[src/snd_map.svh]
// Register indices, field positions, reset values, write masks and phase error limits of the detector bank.
// Assumes byte address = 4 * index on a 32-bit APB; included by bare name.
`ifndef SND_MAP_SVH
`define SND_MAP_SVH

// Register indices; the APB byte address is four times the index.
`define SND_IDX_SIGDET_CFG 12'h043
`define SND_IDX_NOISE_THR  12'h044
`define SND_IDX_NOISE_CFG  12'h045
`define SND_IDX_PROP_CFG   12'h046
`define SND_IDX_STATUS     12'h060

// Reset values.
`define SND_RST_SIGDET_CFG 8'h00
`define SND_RST_NOISE_THR  8'h00
`define SND_RST_NOISE_CFG  8'h07
`define SND_RST_PROP_CFG   8'he6

// Writable bit masks; unused bits stay zero.
`define SND_MASK_SIGDET_CFG 8'h07
`define SND_MASK_FULL       8'hff

// Field positions.
`define SND_F_RUN_CNT   0
`define SND_F_WAKE_CNT  1
`define SND_F_READ_SRC  2
`define SND_F_SLEW      1:0
`define SND_F_LEVEL     3:2
`define SND_F_MODE      5:4
`define SND_F_RANGE     7:6
`define SND_F_PROP_SATURATION_SEL      1:0
`define SND_F_PROP_GAIN_SEL      3:2
`define SND_F_INNER     4
`define SND_F_OUTER     5
`define SND_F_RECOVERY_PEAK_SLEW_SEL      7:6

// Phase error thresholds in sixteenths of a bit.
`define SND_OUTER_LIMIT 7
`define SND_INNER_LIMIT 1

`endif

[src/snd_pkg.sv]
// Types shared by the detector configuration bank.
// Assumes nothing of its surroundings.
package snd_pkg;
  // Detector mode, in field code order.
  typedef enum logic [1:0] {
    SND_MODE_SQUELCH,
    SND_MODE_NOISE,
    SND_MODE_BOTH,
    SND_MODE_BOTH_GATED
  } snd_mode_t;
  typedef logic [7:0] snd_reg_t;
endpackage

[src/snd_noise_decode.sv]
// Combinational decode of the noise detector configuration byte.
// Assumes its inputs come from registers on the same clock.
`include "snd_map.svh"
module snd_noise_decode (
  // Configuration and detector inputs.
  input  wire logic [7:0] cfg,
  input  wire logic       low_exceeded,
  input  wire logic       noise_raw,
  // Decoded controls.
  output logic [2:0]      range_shift,
  output logic            sig_det_en,
  output logic            noise_det_en,
  output logic            noise_valid,
  output logic [2:0]      level_eighths,
  output logic [3:0]      slew_shift
);
  snd_pkg::snd_mode_t mode;

  // Range 2^7 down to 2^4, level 4/8..1/8, slew 1/256..1/32.
  always_comb begin
    mode         = snd_pkg::snd_mode_t'(cfg[`SND_F_MODE]);
    range_shift  = 3'h7 - {1'b0, cfg[`SND_F_RANGE]};
    slew_shift   = 4'h8 - {2'h0, cfg[`SND_F_SLEW]};
    sig_det_en   = 1'b1;
    noise_det_en = 1'b1;
    noise_valid  = noise_raw;
    case (cfg[`SND_F_LEVEL])
      2'h0:    level_eighths = 3'h4;
      2'h1:    level_eighths = 3'h3;
      2'h2:    level_eighths = 3'h2;
      default: level_eighths = 3'h1;
    endcase
    case (mode)
      snd_pkg::SND_MODE_SQUELCH: begin
        noise_det_en = 1'b0;
        noise_valid  = 1'b0;
      end
      snd_pkg::SND_MODE_NOISE:   sig_det_en = 1'b0;
      snd_pkg::SND_MODE_BOTH:    noise_valid = noise_raw;
      default:                   noise_valid = noise_raw & low_exceeded;
    endcase
  end
endmodule

[src/snd_prop_path.sv]
// Proportional path of the clock recovery loop filter: tolerance, gain, saturation.
// Assumes phase error arrives in signed sixteenths of a bit on the same clock.
`include "snd_map.svh"
module snd_prop_path #(
  parameter int W = 6
) (
  // Clock and reset.
  input  wire logic                clk,
  input  wire logic                rst_n,
  // Error and settings.
  input  wire logic signed [W-1:0] err_in,
  input  wire logic                outer_en,
  input  wire logic                inner_en,
  input  wire logic [1:0]          gain_sel,
  input  wire logic [1:0]          sat_sel,
  // Conditioned proportional term.
  output logic signed [W-1:0]      prop_out
);
  logic signed [W-1:0] next_prop_out;
  logic        [W-1:0] mag;
  logic signed [W-1:0] tol;
  logic signed [W-1:0] scaled;
  logic signed [W-1:0] lim;

  // Tolerance windows zero the error, then shift and clamp it symmetrically.
  always_comb begin
    mag = err_in[W-1] ? W'(-err_in) : W'(err_in);
    tol = err_in;
    if (outer_en && mag > W'(`SND_OUTER_LIMIT)) tol = '0;
    if (inner_en && mag < W'(`SND_INNER_LIMIT)) tol = '0;
    scaled = tol >>> gain_sel;
    lim    = W'(1) <<< sat_sel;
    next_prop_out = scaled;
    if (scaled > lim) next_prop_out = lim;
    else if (scaled < -lim) next_prop_out = -lim;
  end

  // Output register.
  always_ff @(posedge clk or negedge rst_n) begin
    if (!rst_n) prop_out <= '0;
    else prop_out <= next_prop_out;
  end

  // The first edge after reset release is skipped so the reset value is not judged.
  a_outer_zero: assert property (@(posedge clk) disable iff (!rst_n)
    (outer_en && (err_in > W'(`SND_OUTER_LIMIT) || err_in < -W'(`SND_OUTER_LIMIT)))
    |=> prop_out == 0) else $error("outer tolerance did not zero the error");
  a_inner_zero: assert property (@(posedge clk) disable iff (!rst_n)
    (inner_en && err_in == 0 && !outer_en) |=> prop_out == 0)
    else $error("inner tolerance did not zero the error");
  a_sat_bound: assert property (@(posedge clk) disable iff (!rst_n)
    rst_n |=> (prop_out <= (W'(1) <<< $past(sat_sel)) &&
               prop_out >= -(W'(1) <<< $past(sat_sel))))
    else $error("proportional term exceeds saturation");
endmodule

[src/snd_config.sv]
// Signal and noise detector configuration bank with APB slave and readout.
// Assumes APB and detector datapath share SYS_CLK; no wait states are inserted.
//
// Design decision made here: register access over APB.
`include "snd_map.svh"
module snd_config #(
  parameter int PW           = 16,
  parameter int PHASE_W      = 6,
  parameter int BIT_SAMPLES  = 16
) (
  // Clock and reset.
  input  wire logic               SYS_CLK,
  input  wire logic               RESETN,
  // APB slave.
  input  wire logic [13:0]        PADDR,
  input  wire logic               PSEL,
  input  wire logic               PENABLE,
  input  wire logic               PWRITE,
  input  wire logic [31:0]        PWDATA,
  output logic [31:0]             PRDATA,
  output logic                    PREADY,
  output logic                    PSLVERR,
  // Detector datapath inputs.
  input  wire logic [PW-1:0]      SIG_POWER,
  input  wire logic [PW-1:0]      SIG_LOW_LEVEL,
  input  wire logic               LOW_THRESH_EXCEEDED,
  input  wire logic               NOISE_DETECT_RAW,
  input  wire logic signed [PHASE_W-1:0] PHASE_ERR_IN,
  // Signal detector controls.
  output logic [PW-1:0]           SIGNAL_POWER_READOUT,
  output logic [7:0]              RUN_THRESH_COUNT,
  output logic [7:0]              WAKE_THRESH_COUNT,
  output logic                    SIGNAL_DET_EN,
  // Noise detector controls.
  output logic [7:0]              NOISE_THRESHOLD,
  output logic [2:0]              NOISE_RANGE_SHIFT,
  output logic                    NOISE_DET_EN,
  output logic                    NOISE_DETECT,
  output logic [2:0]              NOISE_LEVEL_EIGHTHS,
  output logic [3:0]              NOISE_SLEW_SHIFT,
  // Clock recovery proportional path.
  output logic [1:0]              RECOVERY_PEAK_SLEW_SEL,
  output logic signed [PHASE_W-1:0] PROP_ERR_OUT
);
  localparam logic [7:0] HALF_BIT = 8'(BIT_SAMPLES / 2);

  // Register storage.
  logic [7:0] sigdet_cfg;
  logic [7:0] noise_thr;
  logic [7:0] noise_cfg;
  logic [7:0] prop_cfg;
  logic [7:0] next_sigdet_cfg;
  logic [7:0] next_noise_thr;
  logic [7:0] next_noise_cfg;
  logic [7:0] next_prop_cfg;

  // Bus response.
  logic [31:0] next_prdata;
  logic        next_pslverr;
  logic        setup;
  logic        wr_access;
  logic        known;

  // Registered detector outputs.
  logic [PW-1:0] next_readout;
  logic [7:0]    next_run_count;
  logic [7:0]    next_wake_count;
  logic [2:0]    dec_range;
  logic          dec_sig_en;
  logic          dec_noise_en;
  logic          dec_noise_valid;
  logic [2:0]    dec_level;
  logic [3:0]    dec_slew;

  // Decoded address match, used by both the read and the write paths.
  function automatic logic hit(input logic [13:0] addr, input logic [11:0] idx);
    hit = (addr[1:0] == 2'h0) && (addr[13:2] == idx);
  endfunction

  function automatic logic mapped(input logic [13:0] addr);
    mapped = hit(addr, `SND_IDX_SIGDET_CFG) || hit(addr, `SND_IDX_NOISE_THR) ||
             hit(addr, `SND_IDX_NOISE_CFG) || hit(addr, `SND_IDX_PROP_CFG) ||
             hit(addr, `SND_IDX_STATUS);
  endfunction

  // Zero-wait slave: read data and error are prepared in the setup cycle.
  assign PREADY    = 1'b1;
  assign setup     = PSEL && !PENABLE;
  assign known     = mapped(PADDR);
  assign wr_access = PSEL && PENABLE && PWRITE && PREADY && known;

  // Register write path; masks keep unused bits at zero.
  always_comb begin
    next_sigdet_cfg = sigdet_cfg;
    next_noise_thr  = noise_thr;
    next_noise_cfg  = noise_cfg;
    next_prop_cfg   = prop_cfg;
    if (wr_access && hit(PADDR, `SND_IDX_SIGDET_CFG)) begin
      next_sigdet_cfg = PWDATA[7:0] & `SND_MASK_SIGDET_CFG;
    end
    if (wr_access && hit(PADDR, `SND_IDX_NOISE_THR)) begin
      next_noise_thr = PWDATA[7:0];
    end
    if (wr_access && hit(PADDR, `SND_IDX_NOISE_CFG)) begin
      next_noise_cfg = PWDATA[7:0] & `SND_MASK_FULL;
    end
    if (wr_access && hit(PADDR, `SND_IDX_PROP_CFG)) begin
      next_prop_cfg = PWDATA[7:0] & `SND_MASK_FULL;
    end
  end

  // Register storage, reset to documented values.
  always_ff @(posedge SYS_CLK or negedge RESETN) begin
    if (!RESETN) begin
      sigdet_cfg <= `SND_RST_SIGDET_CFG;
      noise_thr  <= `SND_RST_NOISE_THR;
      noise_cfg  <= `SND_RST_NOISE_CFG;
      prop_cfg   <= `SND_RST_PROP_CFG;
    end else begin
      sigdet_cfg <= next_sigdet_cfg;
      noise_thr  <= next_noise_thr;
      noise_cfg  <= next_noise_cfg;
      prop_cfg   <= next_prop_cfg;
    end
  end

  // Read mux and error flag; unmapped addresses read zero with an error.
  always_comb begin
    next_prdata  = PRDATA;
    next_pslverr = PSLVERR;
    if (setup) begin
      next_prdata  = 32'h0000_0000;
      next_pslverr = !known;
      if (!PWRITE) begin
        if (hit(PADDR, `SND_IDX_SIGDET_CFG)) next_prdata = {24'h0, sigdet_cfg};
        if (hit(PADDR, `SND_IDX_NOISE_THR))  next_prdata = {24'h0, noise_thr};
        if (hit(PADDR, `SND_IDX_NOISE_CFG))  next_prdata = {24'h0, noise_cfg};
        if (hit(PADDR, `SND_IDX_PROP_CFG))   next_prdata = {24'h0, prop_cfg};
        if (hit(PADDR, `SND_IDX_STATUS)) begin
          next_prdata = {14'h0, NOISE_DETECT, SIGNAL_DET_EN, PW'(SIGNAL_POWER_READOUT)};
        end
      end
    end
  end

  // Bus response registers.
  always_ff @(posedge SYS_CLK or negedge RESETN) begin
    if (!RESETN) begin
      PRDATA  <= 32'h0000_0000;
      PSLVERR <= 1'b0;
    end else begin
      PRDATA  <= next_prdata;
      PSLVERR <= next_pslverr;
    end
  end

  // Decode of the noise detector configuration.
  snd_noise_decode u_noise_decode (
    .cfg           (noise_cfg),
    .low_exceeded  (LOW_THRESH_EXCEEDED),
    .noise_raw     (NOISE_DETECT_RAW),
    .range_shift   (dec_range),
    .sig_det_en    (dec_sig_en),
    .noise_det_en  (dec_noise_en),
    .noise_valid   (dec_noise_valid),
    .level_eighths (dec_level),
    .slew_shift    (dec_slew)
  );

  // Proportional path; the term is registered inside.
  snd_prop_path #(
    .W (PHASE_W)
  ) u_prop_path (
    .clk      (SYS_CLK),
    .rst_n    (RESETN),
    .err_in   (PHASE_ERR_IN),
    .outer_en (prop_cfg[`SND_F_OUTER]),
    .inner_en (prop_cfg[`SND_F_INNER]),
    .gain_sel (prop_cfg[`SND_F_PROP_GAIN_SEL]),
    .sat_sel  (prop_cfg[`SND_F_PROP_SATURATION_SEL]),
    .prop_out (PROP_ERR_OUT)
  );

  // Readout source and half-bit counters.
  always_comb begin
    next_readout    = sigdet_cfg[`SND_F_READ_SRC] ? SIG_LOW_LEVEL : SIG_POWER;
    next_wake_count = sigdet_cfg[`SND_F_WAKE_CNT] ? HALF_BIT : 8'h00;
    next_run_count  = sigdet_cfg[`SND_F_RUN_CNT] ? HALF_BIT : 8'h00;
  end

  // Detector outputs come from flip-flops so the datapath sees glitch-free settings.
  always_ff @(posedge SYS_CLK or negedge RESETN) begin
    if (!RESETN) begin
      SIGNAL_POWER_READOUT   <= '0;
      RUN_THRESH_COUNT       <= 8'h00;
      WAKE_THRESH_COUNT      <= 8'h00;
      SIGNAL_DET_EN          <= 1'b0;
      NOISE_THRESHOLD        <= 8'h00;
      NOISE_RANGE_SHIFT      <= 3'h0;
      NOISE_DET_EN           <= 1'b0;
      NOISE_DETECT           <= 1'b0;
      NOISE_LEVEL_EIGHTHS    <= 3'h0;
      NOISE_SLEW_SHIFT       <= 4'h0;
      RECOVERY_PEAK_SLEW_SEL <= 2'h0;
    end else begin
      SIGNAL_POWER_READOUT   <= next_readout;
      RUN_THRESH_COUNT       <= next_run_count;
      WAKE_THRESH_COUNT      <= next_wake_count;
      SIGNAL_DET_EN          <= dec_sig_en;
      NOISE_THRESHOLD        <= noise_thr;
      NOISE_RANGE_SHIFT      <= dec_range;
      NOISE_DET_EN           <= dec_noise_en;
      NOISE_DETECT           <= dec_noise_valid;
      NOISE_LEVEL_EIGHTHS    <= dec_level;
      NOISE_SLEW_SHIFT       <= dec_slew;
      RECOVERY_PEAK_SLEW_SEL <= prop_cfg[`SND_F_RECOVERY_PEAK_SLEW_SEL];
    end
  end


  // Bus checks: the slave never stalls, refused accesses change nothing.
  a_ready_high: assert property (@(posedge SYS_CLK) disable iff (!RESETN)
    RESETN |->
    PREADY == 1'b1)
    else $error("slave inserted a wait state");
  a_unmapped_err: assert property (@(posedge SYS_CLK) disable iff (!RESETN)
    (setup && !known) |=>
    (PSLVERR && PRDATA == 32'h0000_0000))
    else $error("unmapped access not refused");
  a_unmapped_write: assert property (@(posedge SYS_CLK) disable iff (!RESETN)
    (PSEL && PENABLE && PWRITE && !known) |=>
    ($stable(sigdet_cfg) && $stable(noise_thr) && $stable(noise_cfg) && $stable(prop_cfg)))
    else $error("unmapped write changed a register");
  a_sigdet_write: assert property (@(posedge SYS_CLK) disable iff (!RESETN)
    (wr_access && hit(PADDR, `SND_IDX_SIGDET_CFG)) |=>
    sigdet_cfg == ($past(PWDATA[7:0]) & `SND_MASK_SIGDET_CFG))
    else $error("signal detector write not masked");
  a_noise_cfg_write: assert property (@(posedge SYS_CLK) disable iff (!RESETN)
    (wr_access && hit(PADDR, `SND_IDX_NOISE_CFG)) |=>
    noise_cfg == $past(PWDATA[7:0]))
    else $error("noise configuration write lost");
  a_prop_cfg_write: assert property (@(posedge SYS_CLK) disable iff (!RESETN)
    (wr_access && hit(PADDR, `SND_IDX_PROP_CFG)) |=>
    prop_cfg == $past(PWDATA[7:0]))
    else $error("proportional configuration write lost");
  a_read_sigdet: assert property (@(posedge SYS_CLK) disable iff (!RESETN)
    (setup && !PWRITE && hit(PADDR, `SND_IDX_SIGDET_CFG)) |=>
    PRDATA == {24'h0, $past(sigdet_cfg)})
    else $error("signal detector readback wrong");
  a_read_status: assert property (@(posedge SYS_CLK) disable iff (!RESETN)
    (setup && !PWRITE && hit(PADDR, `SND_IDX_STATUS)) |=>
    (PRDATA[PW-1:0] == $past(SIGNAL_POWER_READOUT) && PRDATA[PW] == $past(SIGNAL_DET_EN)))
    else $error("status readback wrong");

  // Signal detector settings; the first edge after release is skipped by the RESETN guard.
  a_readout_src: assert property (@(posedge SYS_CLK) disable iff (!RESETN)
    RESETN |=> SIGNAL_POWER_READOUT == ($past(sigdet_cfg[`SND_F_READ_SRC]) ?
                                        $past(SIG_LOW_LEVEL) : $past(SIG_POWER)))
    else $error("power readout source mismatch");
  a_wake_count: assert property (@(posedge SYS_CLK) disable iff (!RESETN)
    (wr_access && hit(PADDR, `SND_IDX_SIGDET_CFG)) |-> ##2
    WAKE_THRESH_COUNT == ($past(PWDATA[1], 2) ? HALF_BIT : 8'h00))
    else $error("wake counter length wrong");
  a_run_count: assert property (@(posedge SYS_CLK) disable iff (!RESETN)
    (wr_access && hit(PADDR, `SND_IDX_SIGDET_CFG)) |-> ##2
    RUN_THRESH_COUNT == ($past(PWDATA[0], 2) ? HALF_BIT : 8'h00))
    else $error("run counter length wrong");
  a_wake_value: assert property (@(posedge SYS_CLK) disable iff (!RESETN)
    RESETN |=>
    WAKE_THRESH_COUNT == ($past(sigdet_cfg[`SND_F_WAKE_CNT]) ? HALF_BIT : 8'h00))
    else $error("wake counter does not follow its bit");
  a_run_value: assert property (@(posedge SYS_CLK) disable iff (!RESETN)
    RESETN |=>
    RUN_THRESH_COUNT == ($past(sigdet_cfg[`SND_F_RUN_CNT]) ? HALF_BIT : 8'h00))
    else $error("run counter does not follow its bit");

  // Noise detector settings as seen at the pins.
  a_thresh_write: assert property (@(posedge SYS_CLK) disable iff (!RESETN)
    (wr_access && hit(PADDR, `SND_IDX_NOISE_THR)) |-> ##2
    NOISE_THRESHOLD == $past(PWDATA[7:0], 2))
    else $error("noise threshold not taken");
  a_thresh_copy: assert property (@(posedge SYS_CLK) disable iff (!RESETN)
    RESETN |=>
    NOISE_THRESHOLD == $past(noise_thr))
    else $error("noise threshold output stale");
  a_range_map: assert property (@(posedge SYS_CLK) disable iff (!RESETN)
    RESETN |=>
    NOISE_RANGE_SHIFT == 3'(7 - $past(noise_cfg[`SND_F_RANGE])))
    else $error("noise range factor wrong");
  a_mode_enables: assert property (@(posedge SYS_CLK) disable iff (!RESETN)
    (noise_cfg[`SND_F_MODE] == 2'h0) |=>
    (SIGNAL_DET_EN && !NOISE_DET_EN && !NOISE_DETECT))
    else $error("squelch-only mode enables noise");
  a_noise_only: assert property (@(posedge SYS_CLK) disable iff (!RESETN)
    (noise_cfg[`SND_F_MODE] == 2'h1) |=>
    (!SIGNAL_DET_EN && NOISE_DET_EN && NOISE_DETECT == $past(NOISE_DETECT_RAW)))
    else $error("noise-only mode enables wrong");
  a_both_modes: assert property (@(posedge SYS_CLK) disable iff (!RESETN)
    (noise_cfg[`SND_F_MODE] == 2'h2) |=>
    (SIGNAL_DET_EN && NOISE_DET_EN && NOISE_DETECT == $past(NOISE_DETECT_RAW)))
    else $error("combined mode enables wrong");
  a_noise_gate: assert property (@(posedge SYS_CLK) disable iff (!RESETN)
    (noise_cfg[`SND_F_MODE] == 2'h3 && !LOW_THRESH_EXCEEDED) |=>
    !NOISE_DETECT)
    else $error("noise detect valid below low threshold");
  a_gate_pass: assert property (@(posedge SYS_CLK) disable iff (!RESETN)
    (noise_cfg[`SND_F_MODE] == 2'h3 && LOW_THRESH_EXCEEDED) |=>
    (SIGNAL_DET_EN && NOISE_DET_EN && NOISE_DETECT == $past(NOISE_DETECT_RAW)))
    else $error("gated noise detect lost above low threshold");
  a_level_map: assert property (@(posedge SYS_CLK) disable iff (!RESETN)
    (noise_cfg[`SND_F_LEVEL] == 2'h1) |=>
    NOISE_LEVEL_EIGHTHS == 3'h3)
    else $error("noise level fraction wrong");
  a_level_codes: assert property (@(posedge SYS_CLK) disable iff (!RESETN)
    RESETN |=>
    NOISE_LEVEL_EIGHTHS == 3'(4 - $past(noise_cfg[`SND_F_LEVEL])))
    else $error("noise level code map wrong");
  a_slew_map: assert property (@(posedge SYS_CLK) disable iff (!RESETN)
    RESETN |=>
    NOISE_SLEW_SHIFT == 4'(8 - $past(noise_cfg[`SND_F_SLEW])))
    else $error("noise slew rate wrong");

  // Recovery settings and reserved bits.
  a_peak_copy: assert property (@(posedge SYS_CLK) disable iff (!RESETN)
    RESETN |=>
    RECOVERY_PEAK_SLEW_SEL == $past(prop_cfg[`SND_F_RECOVERY_PEAK_SLEW_SEL]))
    else $error("recovery peak slew output stale");
  a_unused_zero: assert property (@(posedge SYS_CLK) disable iff (!RESETN)
    RESETN |->
    sigdet_cfg[7:3] == 5'h00)
    else $error("unused configuration bits set");
endmodule

[config.mk]
export PLATFORM = sky130hd
export DESIGN_NAME = snd_config
export DESIGN_NICKNAME = d
export VERILOG_FILES = /design/src/snd_pkg.sv /design/src/snd_noise_decode.sv /design/src/snd_prop_path.sv /design/src/snd_config.sv
export VERILOG_INCLUDE_DIRS = /design/src
export SDC_FILE = /design/constraint.sdc
export NUM_CORES = 1
export LEC_CHECK = 0
export BUFFER_PORTS_ARGS = -buffer_cell sky130_fd_sc_hd__buf_2
export CAP_MARGIN = 15
export CORE_ASPECT_RATIO = 0.75
export CORE_MARGIN = 1.5
export CORE_UTILIZATION = 48
export CTS_CLUSTER_DIAMETER = 80
export DETAILED_ROUTE_END_ITERATION = 12
export PLACE_DENSITY = 0.79
export SETUP_SLACK_MARGIN = 0.3
export SYNTH_ARGS = -nofsm -noshare
export SYNTH_HDL_FRONTEND = slang
export SYNTH_HIERARCHICAL = 1
export SYNTH_SLANG_ARGS = --single-unit
[constraint.sdc]
create_clock -name SYS_CLK -period 3.2 [get_ports SYS_CLK]
set_clock_uncertainty 0.1 [all_clocks]
set_input_delay 0.96 -clock SYS_CLK [delete_from_list [all_inputs] [get_ports SYS_CLK]]
set_output_delay 0.96 -clock SYS_CLK [all_outputs]
set_load 0.1 [all_outputs]
Word-level counts from Yosys, hierarchy flattened

Index checks and enable logic that the tools add are counted.

Output and inout port bits: 95
Bits in registers: 113
Word-level logic and storage cells: 81
Input bits: 91

Equality and inequality tests: 9
Add/sub/neg operators: 4
Shifts and indexed selects: 2
Bitwise logic cells: 1
$lt $le $gt $ge: 4
Reduce and logical (&&, ||, !) cells: 25
Mux-type cells: 18

Operators by type and width:

| cell                 | count |
|---|---|
| $mux 32              | 4 |
| $eq 12x7->1 const B  | 5 |
| $mux 6               | 5 |
| $mux 16              | 1 |
| $logic_and 1x1->1    | 15 |
| $neg 6->6            | 2 |
| $pmux 3 s3           | 1 |
| $mux 4               | 2 |
| $mux 8               | 1 |
| $gt 6x3->1 const B   | 1 |
| $gt 6x6->1           | 1 |
| $logic_not 2->1      | 3 |
| $lt 6x1->1 const B   | 1 |
| $lt 6x6->1           | 1 |
| $sshl 2x2->6 const A | 1 |
| $sshr 6x2->6         | 1 |
| $eq 2x1->1 const B   | 2 |
| $eq 2x2->1 const B   | 2 |
| $logic_or 1x1->1     | 4 |
| $sub 4x2->4 const A  | 1 |
| $mux 3               | 1 |
| $sub 3x2->3 const A  | 1 |
| $logic_not 1->1      | 2 |
| $mux 1               | 2 |
| other kinds (3)      | 3 |

Logic depth before layout (Yosys ltp)

Gate-level depths: netlist of the first run.

Depth in word-level cells: 10
Gate-level depth with buffers: 14
Depth with buffers taken out: 13

Cells and area by module

The synthesis of the first run kept the hierarchy.

Modules (own cells, without submodules):

| module           | times used | cells each | area an instance (sq um) | sequential area each (sq um) |
|---|---|---|---|---|
| snd_config       | 1          | 270        | 3658.5                   | 2187.1 |
| snd_prop_path    | 1          | 91         | 804.5                    | 150.1 |
| snd_noise_decode | 1          | 24         | 170.2                    | 0.0 |

Worst setup path before layout of the first run

Ideal clock, no wire load.

Path kind: input port to flip-flop
Start point: input PHASE_ERR_IN[1]
End point: register u_prop_path.prop_out[1]
Stages: 13
Buffers on the path: 1
Library setup time: 136 ps
Data required time: 2964 ps
Setup slack: -615 ps
Arrival time: 3579 ps
Cell sequence: or3_4 a21o_1 mux2i_4 buf_6 nor4_1 or3_1 ha_1 nor2b_1 o211ai_1 a211o_1 o21a_4 nor4_1 o32ai_1

Cells in the longest elaborated chain, start to end: 10
Elaborated cells between the ends (all ways): 13
Those cells by class: add/sub: 1; order compare: 4; shift: 1; mux: 5; reduce/logical: 2

Ends and longest elaborated chain:

| item                                   | line                | text |
|---|---|---|
| from (decl)                            | snd_config.sv:28    | `input wire logic signed [PHASE_W-1:0] PHASE_ERR_IN,` |
| $neg 6->6                              | snd_prop_path.sv:27 | `mag = err_in[W-1] ? W'(-err_in) : W'(err_in);` |
| $mux 6                                 | snd_prop_path.sv:27 |  |
| $gt 6x3->1                             | snd_prop_path.sv:29 | `` if (outer_en && mag > W'(`SND_OUTER_LIMIT)) tol = '0; `` |
| $logic_and 1x1->1                      | snd_prop_path.sv:29 |  |
| $mux 6                                 | snd_prop_path.sv:29 |  |
| $mux 6 (*)                             | snd_prop_path.sv:30 | `` if (inner_en && mag < W'(`SND_INNER_LIMIT)) tol = '0; `` |
| $sshr 6x2->6 (*)                       | snd_prop_path.sv:31 | `scaled = tol >>> gain_sel;` |
| $lt 6x6->1                             | snd_prop_path.sv:35 | `else if (scaled < -lim) next_prop_out = -lim;` |
| $mux 6                                 | snd_prop_path.sv:35 |  |
| $mux 6 (*)                             | snd_prop_path.sv:34 | `if (scaled > lim) next_prop_out = lim;` |
| named net u_prop_path.next_prop_out[1] | snd_prop_path.sv:19 | `logic signed [W-1:0] next_prop_out;` |
| to (signal assigned)                   | snd_prop_path.sv:41 | `else prop_out <= next_prop_out;` |
| to (decl)                              | snd_prop_path.sv:17 | `output logic signed [W-1:0] prop_out` |

The timed path passes the listed nets; every way through them passes the cells marked *.
A chain may end at the register's enable or synchronous reset.

Worst setup path after layout of the first run

Same ends and word-level chain as after synthesis.

==> results of run 1 <==
==> flip-flops by register name, indices dropped and copies added, names as in the netlist <==
signal and cells:
NOISE_DETECT 1, NOISE_DET_EN 1, NOISE_LEVEL_EIGHTHS 3, NOISE_RANGE_SHIFT 3, NOISE_SLEW_SHIFT 4, NOISE_THRESHOLD 8, PRDATA 18, PSLVERR 1
RECOVERY_PEAK_SLEW_SEL 2, RUN_THRESH_COUNT 1, SIGNAL_DET_EN 1, SIGNAL_POWER_READOUT 16, WAKE_THRESH_COUNT 1, noise_cfg 8, noise_thr 8, prop_cfg 8
sigdet_cfg 3, u_prop_path/prop_out 6
==> cell type report <==
| cell class | instances | area, µm² | area share |
|---|---|---|---|
| clock buffers | 12 | 246 | 0.0419 |
| well taps | 128 | 160 | 0.0272 |
| repair buffers | 162 | 917 | 0.156 |
| inverters | 22 | 82.6 | 0.0140 |
| flip-flops and latches | 93 | 2340 | 0.398 |
| multi-input cells | 253 | 2090 | 0.355 |
| clock inverters | 4 | 47.5 | 0.00809 |
==> power by group through the flow <==
stage | combinational (W) | clock (W) | sequential [W]
floorplan | 0.000255 | 0 | 0.00137
global placement | 0.000491 | 0 | 0.00123
detailed placement | 0.000500 | 0 | 0.00123
CTS | 0.000509 | 0.00107 | 0.00120
global route | 0.000541 | 0.00111 | 0.00121
finish | 0.000515 | 0.00105 | 0.00120
==> cell usage in the layout (no fill, tap or decap), types with 3 or more instances in the layout <==
| cell | instances |
|---|---|
| buf_2 | 129 |
| dfrtp_1 | 85 |
| mux2_2 | 44 |
| conb_1 | 31 |
| buf_4 | 29 |
| nand2_1 | 27 |
| inv_1 | 21 |
| a22o_1 | 16 |
| ha_1 | 15 |
| clkbuf_16 | 9 |
| nand4_1 | 8 |
| dfstp_2 | 8 |
| nor2_1 | 7 |
| nand3_1 | 6 |
| o21a_1 | 6 |
| a21oi_1 | 6 |
| mux2i_1 | 5 |
| nand2b_1 | 4 |
| o21ai_0 | 4 |
| o21ai_2 | 4 |
| nor2b_1 | 3 |
| nor2_4 | 3 |
| nor3_1 | 3 |
| o22ai_1 | 3 |
| o211ai_1 | 3 |
| a22oi_1 | 3 |
| buf_6 | 3 |
| a21oi_2 | 3 |
==> routing by layer <==
metal	share of wire	vias up	wire (µm)
li1	-	1621	-
met1	0.43	1708	4820
met2	0.48	144	5390
met3	0.076	13	848
met4	0.0087	0	97
met5	0	-	0
==> stage by stage <==
| stage | setup slack [ps] | std cells |
|---|---|---|
| 2_1_floorplan | -609 | 412 |
| 3_3_place_gp | -803 | 653 |
| 3_5_place_dp | -908 | 653 |
| 4_1_cts | -364 | 672 |
| 5_1_grt | -532 | 674 |
| 6_report | -433 | 674 |
==> repair_timing <==
| action | in CTS | in global routing |
|---|---|---|
| pin swaps | 8 | 4 |
| resized for setup | 12 | 8 |
| hold buffers | 0 | 0 |
| buffers inserted | 3 | 2 |
| endpoints found under the hold margin | 0 | 0 |
| setup endpoints to repair | 6 | 6 |
==> critical path, cell delays in order <==
cell and delay (ps):
buf_6 90, or3_4 410, a21o_4 250, mux2i_4 270, nor2_4 60, or3_4 390
ha_4 270, nor2b_2 130, o211ai_1 80, a211o_1 310, o21a_4 260, nor4_2 130
o32ai_1 130
==> synthesized netlist by cell type, drive strengths merged (3+ instances only) <==
cell	number
nor2	12
nor3	5
dfstp	8
o22ai	4
a22oi	3
or4	3
nor4	5
o21ai	9
nand2b	4
a21oi	9
nand4	8
nand2	27
inv	22
mux2	45
ha	17
a22o	16
nor2b	4
o211ai	3
clkbuf	4
dfrtp	85
conb	4
a2bb2oi	3
o21a	7
mux2i	6
nand3	6
buf	40
==> cell families after synthesis <==
logic type               count (synthesis)
flip-flops                              93
AND/OR/NAND/NOR                         90
buffers and inverters                   66
AO/OA/AOI/OAI                           64
multiplexers                            51
adder cells (fa/ha/maj)                 17
other                                    4
==> worst paths after layout <==
kind                                  from                      end  depth (start not counted)
max in group asynchronous           RESETN              prop_cfg[1]                          2
hold reg to reg               noise_thr[3]       NOISE_THRESHOLD[3]                          0
setup / recovery           PHASE_ERR_IN[1]  u_prop_path/prop_out[1]                         13
setup reg to reg               prop_cfg[2]  u_prop_path/prop_out[1]                         11
hold / removal                noise_thr[3]       NOISE_THRESHOLD[3]                          0
min in group asynchronous           RESETN       NOISE_THRESHOLD[6]                          1
==> impl_results.md, run 1 <==
- Sw Pwr: between 0.0008 and 0.0009 W
- Simple-Gate Fraction of Synth Area: 0.122
- Post-synth top area share: 0.459
- Clk_lat worst skew: between 300 and 400 ps
- Crit path time final: ~3600 ps
- Leak pwr: 2.95 nW
- DR DRC count: 0
- Yosys reg bits: 93
- Total wire length: 11200 µm
- Worst Hold Slack: 301 ps
- Switching share of power: 0.303
- Clock transition at path regs: 70 ps
- Iter 0 DRT Violations: 207
- Overall power: 0.00276 W
- # H-tree levels: 3
- RD Place Congestion: approximately 0.96
- Post-DRT Antenna Nets: 0
- Compound-Gate Fraction of Synth Area: 0.112
- Final core occ: 0.639
- Final setup violation count: 6
- Core ar.: 9200 µm²
- Root Driver: clkbuf_16
- Nets: 649
- GRT Overall Usage: 0.225
- Met1 Use GR: 0.299
- Layout cells sized above 1: 0.493
- Fin. Hold Viols: 0
- Crit share post-route: 1.14
- Busiest grt layer: met2
- WP data required: 3310 ps
- Global route total overflow: 0
- Max Root-Sink Buffers: 2
- FFs w/ async S/R, synth: 1.00
- Vias in the first global route: 3538
- Rel. slew slack: 0.469
- Netlist cell types: 66
- Setup CP Type: input pin to register
- Main synth FF type: dfrtp_1
- Max VDD drop: 0.488 mV
- Min-Delay Path Class: register to register
- Synth warn: 6
- Layout area overhead: 26.9%
- Power Dens Cells: between 400 and 500 nW/µm²
- Post-synthesis mux area share: 0.126
- Post-synthesis adder-cell area fraction: 0.0459
- Via/cell ratio: between 5 and 6
- Total clock sinks: 93
- Final Cell Area: slightly below 6000 µm²
- Vias: 3486
- TritonCTS clock tree: yes
- Worst Path Max Fanout: 4
- Placed Area: 5450 µm²
- Pre-antenna DRT Iters: 4
- Final count of pins violating max slew: 0
- Max Cap Violations: 0
- PortBufs: approximately 130
- Inserted Clock Buffers: 9
- Sum Neg Setup Slack: -2220 ps
- Final worst slack: -433 ps
- Combinational share of power: 0.186
- Ant diodes: 0
- Least-Margin Pin Slew: 797 ps
- # IOs: 186
- First-pass GRT wire length: 17300 µm
- Die H: approximately 90 µm
- Number of synthesized flops with an enable pin: 0
- Met2 Use GR: 0.360
- Yosys top cell by area: dfrtp_1
- Die area: 10300 µm²
- CP endpoint kind: register
- Seq/Total Area, Yosys: 0.504
- Crit start category: input pin
- Sequential power share: 0.436
- DIE WIDTH: 116 µm
- Achievable Freq: between 0.2 and 0.3 GHz
- Layout fillers: 766
- Mapped cell area: approximately 4600 µm²
- Pin count of the biggest net entering global routing: 52
- Flop2flop setup slack: 200 ps
- RSZ-0062 raised after global routing: yes
- Internal: 0.00193 W
- Xor and xnor area share after synthesis: 0
- Status: finished with violations
- FP Rows: 30
- Post-Syn Instances: between 300 and 400
- Failing checks: negative setup slack
- Initial Utilization: 0.504
- Met3 usage in global routing: 0.0727
- Routed WL per cell: 16.6 µm
- Largest family of logic cells by synthesized area: multiplexers
- Clock network power share: 0.378
- Syn_area_per_cell: 12.0 µm²
- Worst endpoint data arrival time: around 3700 ps
- Antenna violations before repair: 0
- Synth top area cells: dfrtp_1 46%, mux2_2 11%, buf_4 5.2%, ha_1 4.6%, dfstp_2 4.5%
- Detailed placement HPWL: 8300 µm
Note: power is estimated with default switching activity, not from simulation.
==> inputs of run 2 (changes only) <==
Settings changed: CORE_UTILIZATION 48 to 35, PLACE_DENSITY 0.79 to not set.
==> run 2 against run 1 <==
Compared with the run above: the run still ends with negative setup slack left; die area up 36%; clock power down 4%; power down 1.3%; combinational power about the same; sequential share of layout area down 0.49 points; largest cell class unchanged.
==> impl_results.md, run 2 (same netlist as run 1, synthesis figures left out) <==
- Status: finished with violations
- Failing checks: negative setup slack
- R2R Path Start: prop_cfg[5]
- Post-place setup slack: -926 ps
- Vias: 3370
- Vias in the first global route: 3443
- Routed WL per cell: 15.7 µm
- Global route total overflow: 0
- Max Root-Sink Buffers: 2
- Iter 0 DRT Violations: roughly 170
- Commonest non-fill, non-tap cells in the layout: 130 x buf_2, 85 x dfrtp_1, 44 x mux2_2
- FP Rows: 36
- Pin count of the biggest net entering global routing: 51
- Inserted Clock Buffers: 9
- Detailed placement HPWL: 8720 µm
- GRT Overall Usage: 0.168
- DR top layer: met4
- Setup CP Type: input pin to register
- Combinational share of power: 0.189
- Met2 WL: just over 5000 µm
- Final setup violation count: 6
- Clock network power share: 0.370
- Crit share post-route: 1.12
- PortBufs: 132
- Crit path cell chain: buf_8, or3_4, a21o_4, mux2i_4, nor4_4, or3_4, ha_4, nor2b_4, o211ai_1, a211o_1, o21ai_2, o21ai_2, a2bb2oi_2
- Post-DRT Antenna Nets: 0
- DR DRC count: 0
- First-pass GRT wire length: 17700 µm
- Final worst slack: -382 ps
- Internal: between 0.0015 and 0.002 W
- Number of flip-flops in the largest register: 18
- Initial Utilization: 0.357
- Total wire length: ~11000 µm
- Area of the multi-input gates: 2090 µm²
- Hold EP: RUN_THRESH_COUNT[3]
- Min-Delay Path Class: register to register
- Most common cell after layout, fill and taps aside: buf_2
- Achievable Freq: 0.279 GHz
- Layout cells sized above 1: 0.491
- Flop2flop setup slack: 260 ps
- WP data required: roughly 3300 ps
- Max Cap Violations: 0
- Sw Pwr: 0.000887 W
- Ant diodes: 0
- Antenna violations before repair: 0
- Power Dens Cells: 459 nW/µm²
- FF-to-FF path depth: 11
- Reg with most FFs: PRDATA
- Met1 wire length: 5290 µm
- Die area: 13900 µm²
- Least-Margin Pin Slew: 569 ps
- Rel. slew slack: 0.621
- Reg-to-Reg End: u_prop_path/prop_out[3]
- # IOs: 186
- RSZ-0062 raised after global routing: yes
- Fin. Hold Viols: 0
- Via/cell ratio: 4.69
- CP endpoint kind: register
- Slowest cell on crit path: or3_4
- Total clock sinks: 93
- Worst Path Max Fanout: 4
- Layout area overhead: 28.5%
- Layout fillers: 1275
- Die H: ~100 µm
- Nets: ~650
- Clock transition at path regs: 70 ps
- Metal3 WL: between 700 and 800 µm
- Worst hold start: sigdet_cfg[0]
- Hold-fix buffers at CTS: 0
- Largest regs: PRDATA x18, SIGNAL_POWER_READOUT x16
- Pre-antenna DRT Iters: 4
- Sum Neg Setup Slack: -2040 ps
- Switching share of power: 0.325
- TritonCTS clock tree: yes
- RD Place Congestion: 0.844
- CP peak stage delay: around 400 ps
- # H-tree levels: 3
- Core ar.: around 13000 µm²
- Hold path depth: 0
- Crit start category: input pin
- Register area: 2340 µm²
- Worst endpoint data arrival time: 3710 ps
- Clk_lat worst skew: roughly 340 ps
- Final count of pins violating max slew: 0
- Leak pwr: approximately 3 nW
- Crit path time final: 3580 ps
- Root Driver: clkbuf_16
- Sequential power share: 0.441
- Max VDD drop: 0.295 mV
- DIE WIDTH: ~140 µm
run 2: changes by cell type in the layout (fill, tap and decap cells not counted), sizes merged:
cell,before,now
clkinv,2,3
clkinvlp,1,0
bufinv,1,0
clkbuf,12,9
buf,162,164
inv,22,26
run 2: worst max path at each step:
| stage | endpoint | slack (ps) | startpoint |
|---|---|---|---|
| after detailed placement | u_prop_path/prop_out[1] | -930 | PHASE_ERR_IN[1] |
| after CTS | u_prop_path/prop_out[1] | -360 | PHASE_ERR_IN[1] |
| final | u_prop_path/prop_out[3] | -380 | PHASE_ERR_IN[1] |
| after global placement | u_prop_path/prop_out[1] | -820 | PHASE_ERR_IN[1] |
| after global routing | u_prop_path/prop_out[3] | -500 | PHASE_ERR_IN[1] |
| after floorplan | u_prop_path/prop_out[1] | -610 | PHASE_ERR_IN[1] |
run 2: cell type report:
| cell class | count | share of cell area |
|---|---|---|
| Clock buffer | 9 | 0.0378 |
| Tap cell | 171 | 0.0359 |
| Inverter | 22 | 0.0139 |
| Timing Repair Buffer | 164 | 0.158 |
| Multi-Input combinational cell | 253 | 0.352 |
| Sequential cell | 93 | 0.393 |
| Clock inverter | 7 | 0.00946 |
run 2: power by group through the flow:
stage          clock network [W]  logic, W  registers (W)
2_1_floorplan                  0  0.000255        0.00137
3_3_place_gp                   0  0.000501        0.00123
3_5_place_dp                   0  0.000505        0.00123
4_1_cts                  0.00104  0.000511        0.00120
5_1_grt                  0.00108  0.000545        0.00121
6_report                 0.00101  0.000516        0.00120
run 2: worst max-delay path: cells and delay by family:
family / cells / cell delay, ps
multiplexers: 1 / 250
adder cells (fa/ha/maj): 1 / 270
AO/OA/AOI/OAI: 6 / 1140
buffers and inverters: 1 / 100
AND/OR/NAND/NOR: 4 / 1000
run 2: timing repair:
item                                    CTS  global route
endpoints found under the setup margin    6             6
resized for setup                         7            10
setup buffers                             0             1
pin swaps                                 4             3
run 2: per-layer routing:
metal,GRT usage,up-vias
li1,-,1625
met1,0.232,1629
met2,0.266,104
met3,0.0438,12
met4,0.0368,0
met5,0,-
run 2: through the flow:
stage	area [µm²]	total power, W	hold slack, ps	std cells	util
2_1_floorplan	4760	0.00163	263	412	-
3_3_place_gp	5560	0.00173	282	702	0.429
3_5_place_dp	5560	0.00173	289	702	0.429
4_1_cts	5880	0.00275	304	718	0.454
5_1_grt	5950	0.00284	321	719	0.459
6_report	5950	0.00273	309	719	0.459
==> inputs of run 3 (changes only) <==
Settings changed: SETUP_SLACK_MARGIN 0.3 to not set.
==> run 3 against run 2 <==
Compared with the run above: the run still ends with negative setup slack left; sequential share of layout area is 0.45 points lower; cell count is 0.28% higher; utilization up 0.53 points; first-iteration DRC count increased by 22%; worst setup slack worse by 49 ps; critical path type unchanged.
==> impl_results.md, run 3 (same netlist as run 1, synthesis figures left out) <==
- Largest regs: PRDATA x18, SIGNAL_POWER_READOUT x16
- DIE WIDTH: 136 µm
- Ant diodes: 0
- DR DRC count: 0
- Worst endpoint data arrival time: between 3000 and 4000 ps
- Core ar.: between 10000 and 15000 µm²
- Fin. Hold Viols: 0
- CP startpoint: PHASE_ERR_IN[2]
- Crit start category: input pin
- Die area: 13900 µm²
- Crit share post-route: 1.13
- Layout cells sized above 1: 0.491
- Sw Pwr: slightly below 0.0009 W
- Die H: around 100 µm
- TritonCTS clock tree: yes
- Clock network power share: 0.421
- Post-DRT Antenna Nets: 0
- R2R Path Start: prop_cfg[5]
- Overall power: 0.00298 W
- Total clock sinks: 93
- Final setup violation count: 6
- Layout fillers: 1224
- Clock transition at path regs: 70 ps
- Status: finished with violations
- Vias in the first global route: 3330
- Power Dens Cells: 494 nW/µm²
- Vias: 3436
- Antenna violations before repair: 0
- Detailed placement HPWL: 8710 µm
- Clk_lat worst skew: about 340 ps
- PortBufs: 132
- WP data required: roughly 3300 ps
- RSZ-0062 raised after global routing: yes
- Least-Margin Pin Slew: 588 ps
- Min-Delay Path Class: register to register
- Switching share of power: 0.295
- Global route total overflow: 0
- Reg with most FFs: PRDATA
- # IOs: 186
- Total wire length: 11400 µm
- Achievable Freq: about 0.28 GHz
- Rel. slew slack: 0.608
- GRT Overall Usage: 0.165
- Commonest non-fill, non-tap cells in the layout: 129 x buf_2, 85 x dfrtp_1, 44 x mux2_2
- Initial Utilization: 0.357
- Pin count of the biggest net entering global routing: 50
- Setup CP Type: input pin to register
- Combinational share of power: 0.175
- Sum Neg Setup Slack: -2430 ps
- Post-place setup slack: -904 ps
- Root Driver: clkbuf_16
- FP Rows: 36
- Failing checks: negative setup slack
- Iter 0 DRT Violations: about 210
- Most common cell after layout, fill and taps aside: buf_2
- CP endpoint kind: register
- Crit path time final: 3630 ps
- Pre-antenna DRT Iters: 5
- Number of flip-flops in the largest register: 18
- # H-tree levels: 3
- Routed WL per cell: 15.8 µm
- Leak pwr: 3.00 nW
- Worst Path Max Fanout: 4
- Internal: 0.00210 W
- Sequential power share: 0.404
- Worst hold start: sigdet_cfg[1]
- Max Cap Violations: 0
- First-pass GRT wire length: 17300 µm
- Via/cell ratio: between 4 and 5
- Max VDD drop: 0.247 mV
- Max Root-Sink Buffers: 2
- Final worst slack: -431 ps
- Inserted Clock Buffers: 9
- Final count of pins violating max slew: 0
- Layout area overhead: 29.9%
- RD Place Congestion: 0.831
- Nets: 653
run 3: cell count changes in the layout (fill, tap and decap cells not counted), moves of 2 or more:
cell	delta
buf_6	+3
bufinv_16	+3
inv_6	-3
clkinv_2	-2
nor2_1	-2
o21ai_1	+2
run 3: final timing paths:
| check | endpoint | slack, ps | cells after the start |
|---|---|---|---|
| max in group asynchronous | noise_cfg[1] | 1780 | 2 |
| min reg2reg | WAKE_THRESH_COUNT[3] | 310 | 0 |
| max | u_prop_path/prop_out[2] | -430 | 14 |
| min | WAKE_THRESH_COUNT[3] | 310 | 0 |
| max reg2reg | u_prop_path/prop_out[2] | 240 | 11 |
| min in group asynchronous | RECOVERY_PEAK_SLEW_SEL[1] | 510 | 1 |
run 3: critical path: stages:
cell and delay, ps:
buf_6 90, or3_4 380, a21o_1 200, buf_6 120, mux2i_4 230, nor2_2 70, or3_4 390, ha_4 270
nor2b_4 110, o211ai_1 100, a211o_1 310, o21ai_2 220, o21ai_2 130, a2bb2oi_2 170
run 3: final cells by class:
class	count	area (µm²)	share of cell area
flip-flops and latches	93	2340	0.388
multi-input cells	253	2070	0.343
repair buffers	166	963	0.160
clock buffers	10	239	0.0397
well taps	171	214	0.0355
clock inverters	6	119	0.0197
inverters	22	82.6	0.0137
run 3: what timing repair did:
action | CTS | global route
pin swaps | 10 | 6
gates resized for setup | 12 | 5
hold buffers | 0 | 0
setup endpoints to repair | 6 | 6
buffers inserted | 1 | 1
run 3: power by group through the flow:
| stage | Combinational [W] | Clock, W | Sequential [W] |
|---|---|---|---|
| floorplan | 0.000254 | 0 | 0.00137 |
| global placement | 0.000500 | 0 | 0.00123 |
| detailed placement | 0.000505 | 0 | 0.00123 |
| CTS | 0.000515 | 0.00128 | 0.00120 |
| global route | 0.000545 | 0.00134 | 0.00120 |
| finish | 0.000520 | 0.00125 | 0.00120 |
run 3: metrics by stage:
step	instance area, µm²	utilization	instances	hold slack (ps)
6_report	6020	0.464	721	309
3_3_place_gp	5560	0.429	703	282
4_1_cts	5990	0.462	720	312
3_5_place_dp	5560	0.429	703	297
5_1_grt	6020	0.464	721	324
2_1_floorplan	4740	-	412	263
run 3: per-layer routing:
| layer | wire, µm | up-vias | GRT usage |
|---|---|---|---|
| met2 | 5370 | 122 | 0.269 |
| li1 | - | 1629 | - |
| met4 | 104 | 0 | 0.0360 |
| met1 | 5200 | 1674 | 0.222 |
| met5 | 0 | - | 0 |
| met3 | 755 | 11 | 0.0467 |
